File: src/mtcf_pkg.sv
// Shared constants and types of the modulo timer core.
`default_nettype none
package mtcf_pkg;
  // Bus geometry: registers sit at byte address four times their index.
  localparam int          ADDR_W       = 8;
  localparam int          DATA_W       = 32;
  localparam int          IDX_W        = 6;
  localparam int          CNT_W        = 16;
  localparam int          PRESC_W      = 6;
  localparam int          DIV_W        = 3;
  // Register indices.
  localparam logic [5:0]  IDX_STATUS   = 6'h0e;
  localparam logic [5:0]  IDX_CNT_HI   = 6'h0f;
  localparam logic [5:0]  IDX_CNT_LO   = 6'h10;
  localparam logic [5:0]  IDX_PER_HI   = 6'h11;
  localparam logic [5:0]  IDX_PER_LO   = 6'h12;
  localparam logic [5:0]  IDX_CH_BASE  = 6'h13;
  // Field positions in the status/control registers.
  localparam int          BIT_FLAG     = 7;
  localparam int          BIT_IRQ_EN   = 6;
  localparam int          BIT_HALT     = 5;
  localparam int          BIT_CLEAR    = 4;
  localparam int          BIT_COMPARE  = 4;
  localparam int          DIV_LSB      = 0;
  // Clock divider code that selects the external clock pin.
  localparam logic [2:0]  DIV_EXT      = 3'h7;
  // Reset values.
  localparam logic        HALT_RST     = 1'b1;
  localparam logic [2:0]  DIV_RST      = 3'h0;
  localparam logic [15:0] PERIOD_RST   = 16'hffff;
  localparam logic [15:0] COUNT_RST    = 16'h0000;
  localparam logic [7:0]  BYTE_ZERO    = 8'h00;

  // Timer control fields held by software.
  typedef struct packed {
    logic       irq_en;
    logic       halt;
    logic [2:0] div;
  } mtcf_ctrl_type;

  // Per-channel control fields held by software.
  typedef struct packed {
    logic irq_en;
    logic compare;
  } mtcf_chan_type;
endpackage
`default_nettype wire

File: src/mtcf_timer.sv
// Modulo timer core with overflow and channel flags behind an APB slave.
`default_nettype none
module mtcf_timer #(
  parameter int NUM_CH = 4
) (
  input  wire logic                                  clk_i,
  input  wire logic                                  rst_i,
  input  wire logic                                  psel_i,
  input  wire logic                                  penable_i,
  input  wire logic                                  pwrite_i,
  input  wire logic [mtcf_pkg::ADDR_W-1:0]           paddr_i,
  input  wire logic [mtcf_pkg::DATA_W-1:0]           pwdata_i,
  output logic      [mtcf_pkg::DATA_W-1:0]           prdata_o,
  output logic                                       pready_o,
  output logic                                       pslverr_o,
  input  wire logic                                  wait_mode_i,
  input  wire logic                                  external_clock_pin_i,
  input  wire logic                                  clock_pin_direction_bit_i,
  input  wire logic                                  port_data_i,
  output logic                                       clock_pin_o,
  output logic                                       clock_pin_oe_o,
  input  wire logic [NUM_CH-1:0]                     channel_pin_i,
  output logic      [NUM_CH-1:0]                     channel_pin_o,
  output logic      [NUM_CH-1:0]                     channel_pin_oe_o,
  input  wire logic [NUM_CH-1:0][mtcf_pkg::CNT_W-1:0] channel_value_i,
  output logic      [mtcf_pkg::CNT_W-1:0]            count_value_o,
  output logic                                       overflow_irq_o,
  output logic      [NUM_CH-1:0]                     channel_irq_o,
  output logic                                       wake_request_o
);
  import mtcf_pkg::*;

  ////////////////////////////////////////////////////////////////////////////
  // Declarations.
  mtcf_ctrl_type        ctrl_reg;
  logic [CNT_W-1:0]     count_reg;
  logic [CNT_W-1:0]     period_reg;
  logic [7:0]           period_hold_reg;
  logic                 period_pending_reg;
  logic [PRESC_W-1:0]   presc_reg;
  logic                 ext_prev_reg;
  logic                 ovf_flag_reg;
  logic                 ovf_armed_reg;
  logic [7:0]           cnt_buf_reg;
  logic                 cnt_latched_reg;
  logic [DATA_W-1:0]    prdata_reg;
  logic                 pready_reg;
  logic                 pslverr_reg;
  logic                 overflow_irq_reg;
  logic [NUM_CH-1:0]    channel_irq_reg;
  logic                 wake_reg;
  logic                 clock_pin_reg;
  logic                 clock_pin_oe_reg;
  logic [NUM_CH-1:0]    ch_flag;
  logic [NUM_CH-1:0]    ch_irq_en;
  logic [NUM_CH-1:0]    ch_compare;
  logic [NUM_CH-1:0]    ch_event;
  logic [NUM_CH-1:0]    ch_pin_out;
  logic [IDX_W-1:0]     idx;
  logic [IDX_W-1:0]     ch_off;
  logic                 ch_hit;
  logic                 mapped;
  logic                 acc_first;
  logic                 acc_done;
  logic                 wr;
  logic                 rd_first;
  logic                 status_wr;
  logic                 clear_wr;
  logic                 ext_sel;
  logic                 ext_rise;
  logic [PRESC_W:0]     div_mask_wide;
  logic [PRESC_W-1:0]   div_mask;
  logic                 tick;
  logic                 step;
  logic                 wrap;
  logic                 ovf_event;
  logic [7:0]           rd_byte;

  ////////////////////////////////////////////////////////////////////////////
  // Bus decode. One wait state gives time to register the read data.
  assign idx       = paddr_i[ADDR_W-1:2];
  assign ch_off    = idx - IDX_CH_BASE;
  assign ch_hit    = (idx >= IDX_CH_BASE) && (ch_off < IDX_W'(NUM_CH));
  assign mapped    = (idx == IDX_STATUS) || (idx == IDX_CNT_HI) || (idx == IDX_CNT_LO) ||
                     (idx == IDX_PER_HI) || (idx == IDX_PER_LO) || ch_hit;
  assign acc_first = psel_i && penable_i && !pready_reg;
  assign acc_done  = psel_i && penable_i && pready_reg;
  // Wait mode shuts the CPU out, so such accesses get an error and no effect.
  assign wr        = acc_done && pwrite_i && mapped && !wait_mode_i;
  assign rd_first  = acc_first && !pwrite_i && mapped && !wait_mode_i;
  assign status_wr = wr && (idx == IDX_STATUS);
  assign clear_wr  = status_wr && pwdata_i[BIT_CLEAR];

  ////////////////////////////////////////////////////////////////////////////
  // Timer clock selection: prescaler taps or external pin edges.
  assign ext_sel       = (ctrl_reg.div == DIV_EXT);
  assign ext_rise      = external_clock_pin_i && !ext_prev_reg;
  assign div_mask_wide = (PRESC_W+1)'((7'h01 << ctrl_reg.div) - 7'h01);
  assign div_mask      = div_mask_wide[PRESC_W-1:0];
  // A tick every 2^div bus clocks keeps all taps aligned to one counter.
  assign tick          = ext_sel ? ext_rise : ((presc_reg & div_mask) == div_mask);
  assign step          = tick && !ctrl_reg.halt;
  assign wrap          = step && (count_reg == period_reg);
  assign ovf_event     = wrap && !period_pending_reg;

  // Prescaler; the clear bit restarts it so the first period is whole.
  always_ff @(posedge clk_i or posedge rst_i) begin
    if (rst_i) begin
      presc_reg <= '0;
    end else if (clear_wr) begin
      presc_reg <= '0;
    end else begin
      presc_reg <= presc_reg + PRESC_W'(1);
    end
  end

  // Edge history of the external clock pin; the pin is already synchronous.
  always_ff @(posedge clk_i or posedge rst_i) begin
    if (rst_i) begin
      ext_prev_reg <= 1'b0;
    end else begin
      ext_prev_reg <= external_clock_pin_i;
    end
  end

  // Counter. A clear in the same write as halt leaves it parked at zero.
  always_ff @(posedge clk_i or posedge rst_i) begin
    if (rst_i) begin
      count_reg <= COUNT_RST;
    end else if (clear_wr) begin
      count_reg <= COUNT_RST;
    end else if (wrap) begin
      count_reg <= COUNT_RST;
    end else if (step) begin
      count_reg <= count_reg + CNT_W'(1);
    end
  end

  ////////////////////////////////////////////////////////////////////////////
  // Control fields; the clear bit is not stored and so reads as zero.
  always_ff @(posedge clk_i or posedge rst_i) begin
    if (rst_i) begin
      ctrl_reg.irq_en <= 1'b0;
      ctrl_reg.halt   <= HALT_RST;
      ctrl_reg.div    <= DIV_RST;
    end else if (status_wr) begin
      ctrl_reg.irq_en <= pwdata_i[BIT_IRQ_EN];
      ctrl_reg.halt   <= pwdata_i[BIT_HALT];
      ctrl_reg.div    <= pwdata_i[DIV_LSB +: DIV_W];
    end
  end

  // Overflow flag. A fresh overflow disarms a pending clear, and wins a tie.
  always_ff @(posedge clk_i or posedge rst_i) begin
    if (rst_i) begin
      ovf_flag_reg  <= 1'b0;
      ovf_armed_reg <= 1'b0;
    end else begin
      if (ovf_event) begin
        ovf_flag_reg  <= 1'b1;
        ovf_armed_reg <= 1'b0;
      end else if (status_wr && !pwdata_i[BIT_FLAG] && ovf_armed_reg) begin
        ovf_flag_reg  <= 1'b0;
        ovf_armed_reg <= 1'b0;
      end else if (rd_first && (idx == IDX_STATUS) && ovf_flag_reg) begin
        ovf_armed_reg <= 1'b1;
      end
    end
  end

  ////////////////////////////////////////////////////////////////////////////
  // Period: the high byte waits in a holding byte until the low byte lands.
  always_ff @(posedge clk_i or posedge rst_i) begin
    if (rst_i) begin
      period_reg         <= PERIOD_RST;
      period_hold_reg    <= PERIOD_RST[15:8];
      period_pending_reg <= 1'b0;
    end else if (wr && (idx == IDX_PER_HI)) begin
      period_hold_reg    <= pwdata_i[7:0];
      period_pending_reg <= 1'b1;
    end else if (wr && (idx == IDX_PER_LO)) begin
      period_reg         <= {period_hold_reg, pwdata_i[7:0]};
      period_pending_reg <= 1'b0;
    end
  end

  // Coherent counter read; a forgotten low read keeps the old byte latched.
  always_ff @(posedge clk_i or posedge rst_i) begin
    if (rst_i) begin
      cnt_buf_reg     <= BYTE_ZERO;
      cnt_latched_reg <= 1'b0;
    end else if (clear_wr) begin
      cnt_buf_reg     <= BYTE_ZERO;
      cnt_latched_reg <= 1'b0;
    end else if (rd_first && (idx == IDX_CNT_HI) && !cnt_latched_reg) begin
      cnt_buf_reg     <= count_reg[7:0];
      cnt_latched_reg <= 1'b1;
    end else if (rd_first && (idx == IDX_CNT_LO)) begin
      cnt_latched_reg <= 1'b0;
    end
  end

  ////////////////////////////////////////////////////////////////////////////
  // Channels: capture on rising pin edges or compare against the value.
  for (genvar i = 0; i < NUM_CH; i++) begin : g_ch
    mtcf_chan_type cfg_reg;
    logic          flag_reg;
    logic          armed_reg;
    logic          pin_prev_reg;
    logic          pin_out_reg;
    logic          sel_wr;
    logic          cap_ev;
    logic          cmp_ev;

    assign sel_wr = wr && ch_hit && (ch_off == IDX_W'(i));
    // Halting the counter also blocks captures so stamps stay meaningful.
    assign cap_ev = !cfg_reg.compare && !ctrl_reg.halt &&
                    channel_pin_i[i] && !pin_prev_reg;
    assign cmp_ev = cfg_reg.compare && step && (count_reg == channel_value_i[i]);
    assign ch_event[i]   = cap_ev || cmp_ev;
    assign ch_flag[i]    = flag_reg;
    assign ch_irq_en[i]  = cfg_reg.irq_en;
    assign ch_compare[i] = cfg_reg.compare;
    assign ch_pin_out[i] = pin_out_reg;

    // Channel configuration.
    always_ff @(posedge clk_i or posedge rst_i) begin
      if (rst_i) begin
        cfg_reg <= '0;
      end else if (sel_wr) begin
        cfg_reg.irq_en  <= pwdata_i[BIT_IRQ_EN];
        cfg_reg.compare <= pwdata_i[BIT_COMPARE];
      end
    end

    // Event flag with the same read-then-write clear as the overflow flag.
    always_ff @(posedge clk_i or posedge rst_i) begin
      if (rst_i) begin
        flag_reg  <= 1'b0;
        armed_reg <= 1'b0;
      end else if (ch_event[i]) begin
        flag_reg  <= 1'b1;
        armed_reg <= 1'b0;
      end else if (sel_wr && !pwdata_i[BIT_FLAG] && armed_reg) begin
        flag_reg  <= 1'b0;
        armed_reg <= 1'b0;
      end else if (rd_first && ch_hit && (ch_off == IDX_W'(i)) && flag_reg) begin
        armed_reg <= 1'b1;
      end
    end

    // Pin history and compare output, which toggles on each match.
    always_ff @(posedge clk_i or posedge rst_i) begin
      if (rst_i) begin
        pin_prev_reg <= 1'b0;
        pin_out_reg  <= 1'b0;
      end else begin
        pin_prev_reg <= channel_pin_i[i];
        if (cmp_ev) begin
          pin_out_reg <= !pin_out_reg;
        end
      end
    end
  end

  ////////////////////////////////////////////////////////////////////////////
  // Read mux for the byte registers; upper bits read as zero.
  always_comb begin
    rd_byte = BYTE_ZERO;
    if (idx == IDX_STATUS) begin
      rd_byte = {ovf_flag_reg, ctrl_reg.irq_en, ctrl_reg.halt, 1'b0, 1'b0, ctrl_reg.div};
    end else if (idx == IDX_CNT_HI) begin
      rd_byte = count_reg[15:8];
    end else if (idx == IDX_CNT_LO) begin
      rd_byte = cnt_latched_reg ? cnt_buf_reg : count_reg[7:0];
    end else if (idx == IDX_PER_HI) begin
      rd_byte = period_reg[15:8];
    end else if (idx == IDX_PER_LO) begin
      rd_byte = period_reg[7:0];
    end else if (ch_hit) begin
      rd_byte = {ch_flag[ch_off[1:0]], ch_irq_en[ch_off[1:0]], 1'b0,
                 ch_compare[ch_off[1:0]], 4'h0};
    end
  end

  // APB answer: ready one cycle into the access phase, error if unmapped.
  always_ff @(posedge clk_i or posedge rst_i) begin
    if (rst_i) begin
      pready_reg  <= 1'b0;
      pslverr_reg <= 1'b0;
      prdata_reg  <= '0;
    end else begin
      pready_reg  <= acc_first;
      pslverr_reg <= acc_first && (!mapped || wait_mode_i);
      if (rd_first) begin
        prdata_reg <= {24'h000000, rd_byte};
      end
    end
  end

  ////////////////////////////////////////////////////////////////////////////
  // Interrupt requests and the wake request, one register stage each.
  always_ff @(posedge clk_i or posedge rst_i) begin
    if (rst_i) begin
      overflow_irq_reg <= 1'b0;
      channel_irq_reg  <= '0;
      wake_reg         <= 1'b0;
    end else begin
      overflow_irq_reg <= ovf_flag_reg && ctrl_reg.irq_en;
      channel_irq_reg  <= ch_flag & ch_irq_en;
      wake_reg         <= (ovf_flag_reg && ctrl_reg.irq_en) || |(ch_flag & ch_irq_en);
    end
  end

  // Clock pin port control: the direction bit loses while the pin clocks us.
  always_ff @(posedge clk_i or posedge rst_i) begin
    if (rst_i) begin
      clock_pin_reg    <= 1'b0;
      clock_pin_oe_reg <= 1'b0;
    end else begin
      clock_pin_reg    <= port_data_i;
      clock_pin_oe_reg <= clock_pin_direction_bit_i && !ext_sel;
    end
  end

  assign prdata_o         = prdata_reg;
  assign pready_o         = pready_reg;
  assign pslverr_o        = pslverr_reg;
  assign clock_pin_o      = clock_pin_reg;
  assign clock_pin_oe_o   = clock_pin_oe_reg;
  assign channel_pin_o    = ch_pin_out;
  assign channel_pin_oe_o = ch_compare;
  assign count_value_o    = count_reg;
  assign overflow_irq_o   = overflow_irq_reg;
  assign channel_irq_o    = channel_irq_reg;
  assign wake_request_o   = wake_reg;
endmodule
`default_nettype wire

File: config.mk
export PLATFORM = sky130hd
export DESIGN_NAME = mtcf_timer
export DESIGN_NICKNAME = d
export VERILOG_FILES = /design/src/mtcf_pkg.sv /design/src/mtcf_timer.sv
export SDC_FILE = /design/constraint.sdc
export NUM_CORES = 1
export LEC_CHECK = 0
export BUFFER_PORTS_ARGS = -buffer_cell sky130_fd_sc_hd__clkbuf_2
export CORE_MARGIN = 2
export CORE_UTILIZATION = 30
export CTS_CLUSTER_SIZE = 30
export DETAILED_ROUTE_END_ITERATION = 10
export MAX_ROUTING_LAYER = met4
export SYNTH_ARGS = -nofsm -noshare
export SYNTH_HDL_FRONTEND = slang
export SYNTH_SLANG_ARGS = --single-unit
File: constraint.sdc
create_clock -name clk_i -period 9.33 [get_ports clk_i]
set_input_delay 0.933 -clock clk_i [delete_from_list [all_inputs] [get_ports clk_i]]
set_output_delay 0.933 -clock clk_i [all_outputs]
set_load 0.02 [all_outputs]
# Word-level counts from Yosys, hierarchy flattened
# Cells that the tools add are included.
dict set report word_totals {
  word_cells 241
  ramBits 0
  latch_bits 0
  rom_bits 0
  register_bits 106
  output_inout_bits 66
  n_memories 0
}
dict set report classes {
  n_addsub 4
  eq_ne 15
  reduce_logical 120
  n_mul 0
  magnitude_cmp 3
  shift 1
  div_mod_pow 0
  bitwise 3
  n_mux 50
}
# cell count
set op_table {}
lappend op_table {{$eq A16 B16 Y1} 5}
lappend op_table {{$mux W8} 9}
lappend op_table {{$logic_and A1 B1 Y1} 70}
lappend op_table {{$mux W16} 3}
lappend op_table {{$mux W1} 34}
lappend op_table {{$logic_not A1 Y1} 22}
lappend op_table {{$reduce_bool A3 Y1} 7}
lappend op_table {{$eq A6 B5 Y1 const B} 3}
lappend op_table {{$add A16 B1 Y16 const B} 1}
lappend op_table {{$reduce_bool A2 Y1} 7}
lappend op_table {{$eq A6 B2 Y1 const B} 2}
lappend op_table {{$eq A6 B4 Y1 const B} 2}
lappend op_table {{$logic_or A1 B1 Y1} 11}
lappend op_table {{$add A6 B1 Y6 const B} 1}
lappend op_table {{$and A6 B6 Y6} 1}
lappend op_table {{$bmux W1 S2} 3}
lappend op_table {{$eq A6 B1 Y1 const B} 1}
lappend op_table {{$eq A6 B6 Y1} 1}
lappend op_table {{$ge A6 B5 Y1 const B} 1}
lappend op_table {{$logic_not A6 Y1} 1}
lappend op_table {{$lt A6 B3 Y1 const B} 1}
lappend op_table {{$mux W6} 1}
lappend op_table {{$shl A1 B3 Y6 const A} 1}
lappend op_table {{$sub A6 B1 Y6 const B} 1}
lappend op_table {{7 further kinds} 7}

# Depth between registers and ports, before layout
# Gate-level depths: netlist of run 1.
dict set report depth {
  ltp_word 14
  ltp_mapped 10
  depth_no_buf 7
}

# Least setup slack after synthesis of run 1
# OpenSTA, ideal clock, no wires.
dict set report synth_timing {
  path_kind {input port to flip-flop}
  startpoint {in paddr_i[2] (netlist bit)}
  endpoint {reg prdata_reg[3], in the netlist prdata_o[3]}
  stages 10
  t_arrival_ps 2749
  n_path_buf 3
  required_time_ps 9205
  slack_ps 6456
  cell_sequence {buf_6 -> inv_1 -> ha_1 -> clkbuf_1 -> nor3_1 -> o221ai_1 -> a211oi_2 -> buf_2 -> nor2_1 -> mux2_2}
}
dict set report synth_between {
  elab_chain_cells 8
}
# item line
set synth_rtl {}
lappend synth_rtl {{start: declaration} mtcf_timer.sv:11} ;# input wire logic [mtcf_pkg::ADDR_W-1:0] paddr_i,
lappend synth_rtl {{parallel branches: the longest is 8 deep, another holds $sub A6 B5 Y6} -}
lappend synth_rtl {{end signal: assignment} mtcf_timer.sv:296} ;# prdata_reg <= {24'h000000, rd_byte};
lappend synth_rtl {{end: declaration} mtcf_timer.sv:46} ;# logic [DATA_W-1:0] prdata_reg;
# Parallel ways; which one is timed is not known.
# A chain may end at the register's enable or synchronous reset.

# Final worst setup path of run 1
dict set report layout_timing {
  startpoint {in paddr_i[2] (netlist bit)}
  endpoint {reg period_reg[10]}
}
dict set report layout_between {
  elab_chain_cells 11
}
# item line
set layout_rtl {}
lappend layout_rtl {{parallel branches: the longest is 10 deep, another holds $sub A6 B5 Y6} -}
lappend layout_rtl {{$reduce_and A2 Y1 (no line) (*)} -}
lappend layout_rtl {{end signal: assignment} mtcf_timer.sv:182} ;# period_reg <= {period_hold_reg, pwdata_i[7:0]};
lappend layout_rtl {{end: declaration} mtcf_timer.sv:37} ;# logic [CNT_W-1:0] period_reg;
# Mark *: on every way between the ends.

==> flow_summary.toml, run 1 <==
[clock_tree]
cts.clk_slew.worst_paths_ps = 60
insertion_delay_ps = 360
tritoncts = "built"
ctsHoldBuffers = 0
clock-sinks = 106
htree_levels = 3
cts-buffers-inserted = 9
postCtsSetupRepairBufs = 0
cts_buffer_depth = 2
cts_resized = 0
cts_root_buf = "clkbuf_16"

[sta]
setup_viol = 0
skew_ps = 8.37
layout_worst_path_cycle_share_pct = 38.3
worstMarginPinSlew_ps = 1030
max_clock_freq_mhz = 280
max_slew_margin_pct = 31.5
min_period_ps = 3580
slew_viol_final = 0
rsz0062_at_grt = "no"
fin_setup_tns_ps = 0
hold_viol = 0

[worst_setup_path]
r2r_setup_slack_ps = 6220
cp-start-kind = "primary input"
critPathArrivalTime_ps = 3860
critPathKind = "in -> reg"
path_cells = "clkbuf_2 -> ha_1 -> nor3_1 -> o221ai_1 -> a211oi_2 -> buf_4 -> nor3b_4 -> mux2_2"
cp_num_buf_inv = 2
required_ps = 9610
slowest_delay_ps = 760
crit_family = "simple AND/OR/NAND/NOR gates"
end_kind = "flip-flop"
cp_slowest_cell = "nor3b_4"
critPathMaxFanout = 22

[synth]
synth-edff-count = 0
synth.area.top_cells = "dfrtp_1 (31%), xor2_1 (11%), dfstp_2 (10%), mux2_2 (6.4%), buf_4 (3.2%)"
yosysSeqAreaShare_pct = 41.3
synth.top_cell.area_share_pct = 31.2
synth_top_area_cell = "dfrtp_1"
synth-warning-count = 0
async_reset_ff_share_pct = 100
yosysUniqueCellTypes = 70
netlist_area_mm2 = 0.00650
ys_ff_latch = 106
ys_top_cells_by_count = "dfrtp_1 (81), xor2_1 (81), nand2_1 (41)"
synth_ff_type = "dfrtp_1"
synthCells = 644
synth_area_per_cell_um2 = 10.1

[detailed_routing]
drc = 0
drtPass1Iterations = 6
drtIter0Drc = 341
post_drt_wl_per_cell_um = 18.6
viasPerCell = 5.13
vias = 5289
antenna_left = 0
wirelength_um = 19200

[global_routing]
grtUsageTotal_pct = 17.4
grt-ovfl-total = 0
grt_pass1_wl_um = 28900
antenna_found_initial = 0
grt_pass1_vias = 5067
grt_max_degree = 75

[floorplan]
rows = 53
die-area_mm2 = 0.0229
die_x_um = 151
design.core.area_mm2 = 0.0212
io_pins = 183
start_util_pct = 30.7
die_h_um = 151

[layout]
drive_above_1_share_pct = 31.0
area_growth_pct = 16.9
stdcell_count = 1031
final_nets = 875
antenna_cells = 0

[placed_design]
port_buffers = 132
hpwl_um = 13900
gp_congestion = 0.811
place.detailed.instances = 1015

[power_and_ir_drop]
power.leakage_nw = 3.48
peakVddDrop_uv = 90.2
p_per_area_mw_per_mm2 = 178
power_mw = 1.35

[status]
status = "finished, final reports clean"

[min_path]
holdCritPathClass = "reg -> reg"

[run]
maxCapViolations = 0
[metal layers]
metal,track usage [%],part of all wire (%)
met3,4.10,6.1
met2,27.5,47
met4,4.39,1.8
met1,22.4,45
met5,-,0
[worst reg2reg max path, cell delays in order (launching register included)]
cell	delay [ps]
dfrtp_1	790
xor2_1	160
nor4_1	340
nand4_1	850
or3_1	710
a21bo_2	210
[per-stage QoR]
stage / worst slack [ps] / hold WS (ps) / util [%] / area [um^2]
2_1_floorplan: 5650 / 443 / - / 6590
3_3_place_gp: 5400 / 455 / 34.4 / 7270
3_5_place_dp: 5360 / 458 / 34.4 / 7270
4_1_cts: 5740 / 471 / 35.9 / 7600
5_1_grt: 5540 / 493 / 35.9 / 7600
6_report: 5750 / 465 / 35.9 / 7600
[path summary, 6_finish.rpt]
| kind | end | startpoint | cells after the start |
|---|---|---|---|
| setup / recovery | period_reg[10] | paddr_i[2] | 8 |
| max in group asynchronous | ctrl_reg[0] | rst_i | 3 |
| hold reg to reg | g_ch[1].pin_out_reg | g_ch[1].pin_out_reg | 1 |
| hold / removal | g_ch[1].pin_out_reg | g_ch[1].pin_out_reg | 1 |
| setup reg to reg | ovf_flag_reg | count_value_o[1] | 5 |
| min in group asynchronous | g_ch[3].pin_out_reg | rst_i | 2 |
[final cells by class]
class	count	area, um^2
clock buffers	11	253
flip-flops and latches	106	2680
inverters	20	77.6
clock inverters	5	76.3
well taps	275	344
repair buffers	141	728
multi-input cells	473	3440
fillers	2154	13600
[placed cells by master (no fill, tap or decap), types with 19 or more instances in the layout]
cell and count:
nor4_1 21, dfrtp_1 81, clkbuf_2 132, inv_1 19
nand3_1 33, a21oi_1 21, nand2_1 41, xor2_1 81
dfstp_2 25, nor2_1 20, conb_1 24, mux2_2 37
[logic make-up after synthesis]
kind of cell	Yosys count	synth area share, %
other	1	0.0577
AOI/OAI and AO/OA	106	11.2
xor gates and xnor gates	88	11.9
buffers and inverters	88	7.31
DFF	106	41.3
and+or+nand+nor	192	16.9
muxes	56	10.1
adders and majority gates	7	1.35
[where the power goes]
group	switching, mW	leakage (nW)	internal [mW]
clock network	0.175	0.159	0.249
registers	0.108	1.30	0.492
logic	0.194	2.01	0.137
total	0.477	3.48	0.877
Power figures use the tool's default switching activity.
==> inputs of run 2 (changes only) <==
--- a/config.mk
+++ b/config.mk
@@ -5,6 +5,7 @@
 export SDC_FILE = /design/constraint.sdc
 export NUM_CORES = 1
 export LEC_CHECK = 0
+export ABC_AREA = 1
 export BUFFER_PORTS_ARGS = -buffer_cell sky130_fd_sc_hd__clkbuf_2
 export CORE_MARGIN = 2
 export CORE_UTILIZATION = 30
==> constraint.sdc (replaced) <==
create_clock -name clk_i -period 3.2 [get_ports clk_i]
set_input_delay 0.32 -clock clk_i [delete_from_list [all_inputs] [get_ports clk_i]]
set_output_delay 0.32 -clock clk_i [all_outputs]
set_load 0.02 [all_outputs]
==> run 2 against run 1 <==
  * Die area increased by 5.4%
  * Count of clock-buffer cells in the layout decreased by 1
  * Combinational power grew to 3.1 times the previous value
  * Synthesized area rose by 5.5%
  * Sequential power grew to 2.6 times the previous value
  * Non-clock buffer count increased by 1
  * Sequential share of layout area shrank 1.7 points
  * Global-route usage increased by 0.26 points
  * Wire length rose by 5.6%
==> flow_summary.toml, run 2 <==
[status]
status = "finished, final reports clean"

[synth]
synth_ff_type = "dfrtp_1"
netlist_area_mm2 = 0.00686
synth_area_per_cell_um2 = 7.19
synth_most_common_cell = "nand2_1"
synth-edff-count = 0
async_reset_ff_share_pct = 100
synth.top_cell.area_share_pct = 29.5
synth_top_area_cell = "dfrtp_1"
ys_ff_latch = 106
synth-warning-count = 0
ys_top_cells_by_count = "nand2_1 (293), inv_1 (107), dfrtp_1 (81)"
yosysUniqueCellTypes = 39
yosysSeqAreaShare_pct = 39.1
synth.area.top_cells = "dfrtp_1 (30%), nand2_1 (16%), dfstp_2 (9.6%), inv_1 (5.9%), nand3_1 (5.0%)"
synthCells = 954

[clock_tree]
cts_resized = 0
postCtsSetupRepairBufs = 0
insertion_delay_ps = 370
tritoncts = "built"
cts_root_buf = "clkbuf_16"
clock-sinks = 106
cts_buffer_depth = 2
htree_levels = 3
cts.clk_slew.worst_paths_ps = 80
ctsHoldBuffers = 0
cts-buffers-inserted = 9

[layout]
fillers = 2417
drive_above_1_share_pct = 20.3
area_growth_pct = 16.2
final_common_cell = "nand2_1"
final_nets = 1196
mostFrequentLayoutCells = "nand2_1 (293), clkbuf_2 (132), inv_1 (106), dfrtp_1 (81), nor2_1 (77)"

[power_and_ir_drop]
switching_power_mw = 1.31
combPwrFrac_pct = 26.9
swShare_pct = 34.7
power.leakage_nw = 4.24
peakVddDrop_uv = 252
internal-power_mw = 2.46
seqPwrFrac_pct = 40.9
clockPowerShare_pct = 32.2
p_per_area_mw_per_mm2 = 473

[sta]
hold_viol = 0
fin_setup_tns_ps = 0
slew_viol_final = 0
timing.final.ws_setup_ps = 952
setup_viol = 0
layout_worst_path_cycle_share_pct = 70.3
max_clock_freq_mhz = 445
worst_hold_slack_ps = 48.9
max_slew_margin_pct = 53.7
min_period_ps = 2250
skew_ps = 11.5
worstMarginPinSlew_ps = 695
rsz0062_at_grt = "no"

[floorplan]
design.core.area_mm2 = 0.0226
rows = 55
start_util_pct = 30.4
die-area_mm2 = 0.0241
io_pins = 183
die_h_um = 155
die_x_um = 155

[detailed_routing]
antenna_left = 0
viasPerCell = 4.71
post_drt_wl_per_cell_um = 14.9
drtIter0Drc = 486
vias = 6414
drc = 0
wirelength_um = 20300
drtPass1Iterations = 5

[global_routing]
grt_pass1_vias = 5973
antenna_found_initial = 1
top_usage_layer = "met2"
grtUsageTotal_pct = 17.6
grt_pass1_wl_um = 32100
grt_use_met2_pct = 27.7
grt_util_met1_pct = 22.1
grt_max_degree = 55
grt.met3_usage_pct = 4.76
grt-ovfl-total = 0

[worst_setup_path]
end_kind = "flip-flop"
cp_num_buf_inv = 3
cp-start-kind = "primary input"
critPathKind = "in -> reg"
crit_family = "simple AND/OR/NAND/NOR gates"
required_ps = 3440
critPathArrivalTime_ps = 2480
critPathMaxFanout = 13
path_cells = "clkbuf_2 -> inv_1 -> ha_1 -> nand3_1 -> inv_2 -> nand4_2 -> nor2_2 -> o21ai_1"
cp_slowest_cell = "nor2_2"
slowest_delay_ps = 540

[run]
maxCapViolations = 0

[placed_design]
hpwl_um = 15600
port_buffers = 132
dp_worst_setup_slack_ps = 553
gp_congestion = 0.893

[min_path]
holdCritPathClass = "in -> async"
-- run 2: worst reg2reg max path: stages (launching register included) --
cell	delay, ps
dfrtp_1	700
inv_2	160
nand2_1	90
nand2_1	50
nor2_1	90
nand2_1	60
nor2_1	100
nand2_1	60
buf_4	190
nor2_1	230
nand2_1	130
o21ai_0	90
nor2_1	70
-- run 2: final timing paths --
| path | endpoint | startpoint | cells past startpoint | slack (ps) |
|---|---|---|---|---|
| hold reg to reg | pready_o | pready_o | 1 | 470 |
| max in group asynchronous | period_reg[8] | rst_i | 3 | 2360 |
| setup reg to reg | ovf_armed_reg | count_value_o[4] | 12 | 1080 |
| setup / recovery | cnt_latched_reg | paddr_i[2] | 8 | 950 |
| min in group clk_i | clock_pin_o | port_data_i | 1 | 60 |
| hold / removal | prdata_o[7] | rst_i | 2 | 50 |
-- run 2: kinds of logic after synthesis --
| family | Yosys count | share of synthesized area (%) |
|---|---|---|
| simple gates | 500 | 31.9 |
| buf+inv | 175 | 12.3 |
| compound gates | 115 | 9.04 |
| flops | 106 | 39.1 |
| xor+xnor | 50 | 6.38 |
| fa+ha+maj | 7 | 1.28 |
| other cells | 1 | 0.0546 |
-- run 2: stage by stage --
| step | area [um^2] | total power, mW | std cells | util (%) |
|---|---|---|---|---|
| 3_3_place_gp | 7650 | 2.58 | 1346 | 33.9 |
| 3_5_place_dp | 7650 | 2.59 | 1346 | 33.9 |
| 4_1_cts | 7970 | 3.81 | 1362 | 35.3 |
| 5_1_grt | 7980 | 4.00 | 1363 | 35.3 |
| 6_report | 7980 | 3.77 | 1363 | 35.3 |
| 2_1_floorplan | 6950 | 2.26 | 977 | - |
-- run 2: layout make-up --
type                            instances  area (um^2)  share of cell area (%)
Multi-Input combinational cell        696         3420                    42.9
Sequential cell                       106         2680                    33.7
Timing Repair Buffer                  142          748                    9.38
Inverter                              117          442                    5.54
Tap cell                              285          357                    4.47
Clock buffer                           10          229                    2.87
Clock inverter                          6         91.3                    1.15
Antenna cell                            1         2.50                  0.0314
-- run 2: metal layers --
layer / part of all wire, % / wire length [um]
met5: 0 / 0
met4: 2.3 / 467
met3: 7.8 / 1590
met2: 46 / 9350
met1: 44 / 8900
-- run 2: power groups by stage --
stage | Combinational, mW | Clock, mW | Sequential, mW
after floorplan | 0.695 | 0 | 1.56
after global placement | 1.01 | 0 | 1.57
after detailed placement | 1.02 | 0 | 1.57
after CTS | 1.03 | 1.24 | 1.54
after global routing | 1.16 | 1.29 | 1.55
final | 1.02 | 1.21 | 1.54
==> inputs of run 3 (changes only) <==
==> constraint.sdc (replaced) <==
create_clock -name clk_i -period 2.2 [get_ports clk_i]
set_input_delay 0.22 -clock clk_i [delete_from_list [all_inputs] [get_ports clk_i]]
set_output_delay 0.22 -clock clk_i [all_outputs]
set_load 0.02 [all_outputs]
==> run 3 against run 2 <==
  * Count of clock-buffer cells in the layout decreased by 1
  * Via count increased by 1.1%
  * Sequential power increased by 39%
  * Critical path depth increased by 1
  * Critical endpoint is now ovf_armed_reg
  * Flip-flop and latch count unchanged
  * Power increased by 45%
  * Clock power increased by 38%
  * Die area unchanged
==> flow_summary.toml, run 3 (same netlist as run 2, synthesis figures left out) <==
[sta]
hold_viol = 0
min_period_ps = 1930
slew_viol_final = 0
fin_setup_tns_ps = 0
worstMarginPinSlew_ps = 609
rsz0062_at_grt = "no"
max_clock_freq_mhz = 519
skew_ps = 11.6
max_slew_margin_pct = 59.4
setup_viol = 0
layout_worst_path_cycle_share_pct = 87.6

[worst_setup_path]
crit_top_cell = "nor2_1"
critPathKind = "reg -> reg"
crit_family = "simple AND/OR/NAND/NOR gates"
end_kind = "flip-flop"
r2r-start = "count_value_o[12]"
cp_slowest_cell = "dfrtp_1"
slowest_delay_ps = 730
rr_worst_depth = 9
critPathMaxFanout = 11
cp_num_buf_inv = 0
critPathArrivalTime_ps = 2170
reg2reg_to = "ovf_armed_reg"
r2r_setup_slack_ps = 270
cp-start-kind = "flip-flop"
path_cells = "xor2_1 -> nor2_1 -> nand2_1 -> nor2_1 -> nand2_1 -> nor2_1 -> nand2_1 -> o21ai_0 -> nor2_1"
required_ps = 2450

[clock_tree]
cts_resized = 0
htree_levels = 3
tritoncts = "built"
cts_buffer_depth = 2
cts-buffers-inserted = 9
cts.clk_slew.worst_paths_ps = 70
postCtsSetupRepairBufs = 0
ctsHoldBuffers = 7
cts_root_buf = "clkbuf_16"
insertion_delay_ps = 360
clock-sinks = 106

[floorplan]
start_util_pct = 30.4
die_h_um = 155
io_pins = 183
rows = 55
die_x_um = 155
die-area_mm2 = 0.0241
design.core.area_mm2 = 0.0226

[layout]
mostFrequentLayoutCells = "nand2_1 (293), clkbuf_2 (132), inv_1 (106), dfrtp_1 (81), nor2_1 (77)"
final_nets = 1222
fillers = 2388
area_growth_pct = 19.2
final_common_cell = "nand2_1"
stdcell_count = 1388
antenna_cells = 0
drive_above_1_share_pct = 21.7

[min_path]
hold_end = "clock_pin_oe_o"
hold_start = "clock_pin_direction_bit_i"
hold_path_depth = 3
holdCritPathClass = "in -> reg"

[power_and_ir_drop]
peakVddDrop_uv = 436
power_mw = 5.47
power.leakage_nw = 4.36
p_per_area_mw_per_mm2 = 669

[placed_design]
hpwl_um = 15800
gp_congestion = 0.888
port_buffers = 132
place.detailed.instances = 1365

[detailed_routing]
drc = 0
drtPass1Iterations = 5
vias = 6484
wirelength_um = 20600
post_drt_wl_per_cell_um = 14.8
viasPerCell = 4.67
drtIter0Drc = 568
antenna_left = 0

[global_routing]
antenna_found_initial = 0
grt_pass1_wl_um = 32400
grt_max_degree = 98
grt_pass1_vias = 6060
grtUsageTotal_pct = 17.7
grt-ovfl-total = 0

[status]
status = "finished, final reports clean"

[run]
maxCapViolations = 0
==> run 3: changes by cell type in the layout (fill, tap and decap cells not counted), sizes merged <==
cell / change
buf: +19
bufinv: -1
clkbuf: -1
clkinvlp: +1
diode: -1
dlygate4sd3: +7
inv: +1
==> run 3: per-layer routing <==
| layer | GRT usage (%) | vias to the layer above | wire length, um |
|---|---|---|---|
| met5 | - | - | 0 |
| met4 | 5.94 | 0 | 397 |
| met3 | 4.23 | 32 | 1720 |
| met2 | 28.2 | 216 | 9610 |
| met1 | 22.2 | 2987 | 8870 |
| li1 | - | 3249 | - |
==> run 3: how the worst max path moves through the flow <==
stage,slack [ps],from,cells after the start,endpoint
2_1_floorplan,450,paddr_i[2],8,cnt_latched_reg
3_3_place_gp,220,paddr_i[3],11,period_pending_reg
3_5_place_dp,200,paddr_i[3],11,period_pending_reg
4_1_cts,310,count_value_o[7],9,g_ch[2].pin_out_reg
5_1_grt,90,count_value_o[0],10,g_ch[1].armed_reg
6_report,270,count_value_o[12],9,ovf_armed_reg
==> run 3: per-stage QoR <==
stage	setup slack (ps)	area (um^2)	utilization, %	hold WS, ps
floorplan	451	6950	-	251
global placement	223	7810	34.6	158
detailed placement	197	7810	34.6	165
CTS	313	8180	36.2	32.9
global route	85.2	8180	36.2	72.0
finish	272	8180	36.2	38.3
==> run 3: cell type report <==
cell class / instances / area (um^2) / area share, %
clock buffers: 9 / 225 / 2.75
clock inverters: 7 / 75.1 / 0.918
inverters: 117 / 443 / 5.42
multi-input cells: 696 / 3420 / 41.8
flip-flops and latches: 106 / 2680 / 32.8
well taps: 285 / 357 / 4.36
repair buffers: 168 / 973 / 11.9
==> run 3: power by group <==
part | internal [mW] | leakage, nW | switching (mW)
logic | 0.588 | 2.88 | 1.07
clock network | 0.892 | 0.150 | 0.780
registers | 2.06 | 1.33 | 0.0868
total | 3.54 | 4.36 | 1.93
==> run 3: worst reg2reg max path, delay by kind of cell (launching register included) <==
family / cells / cell delay, ps
compound gates: 1 / 110
xor+xnor: 1 / 140
flops: 1 / 730
simple gates: 7 / 840
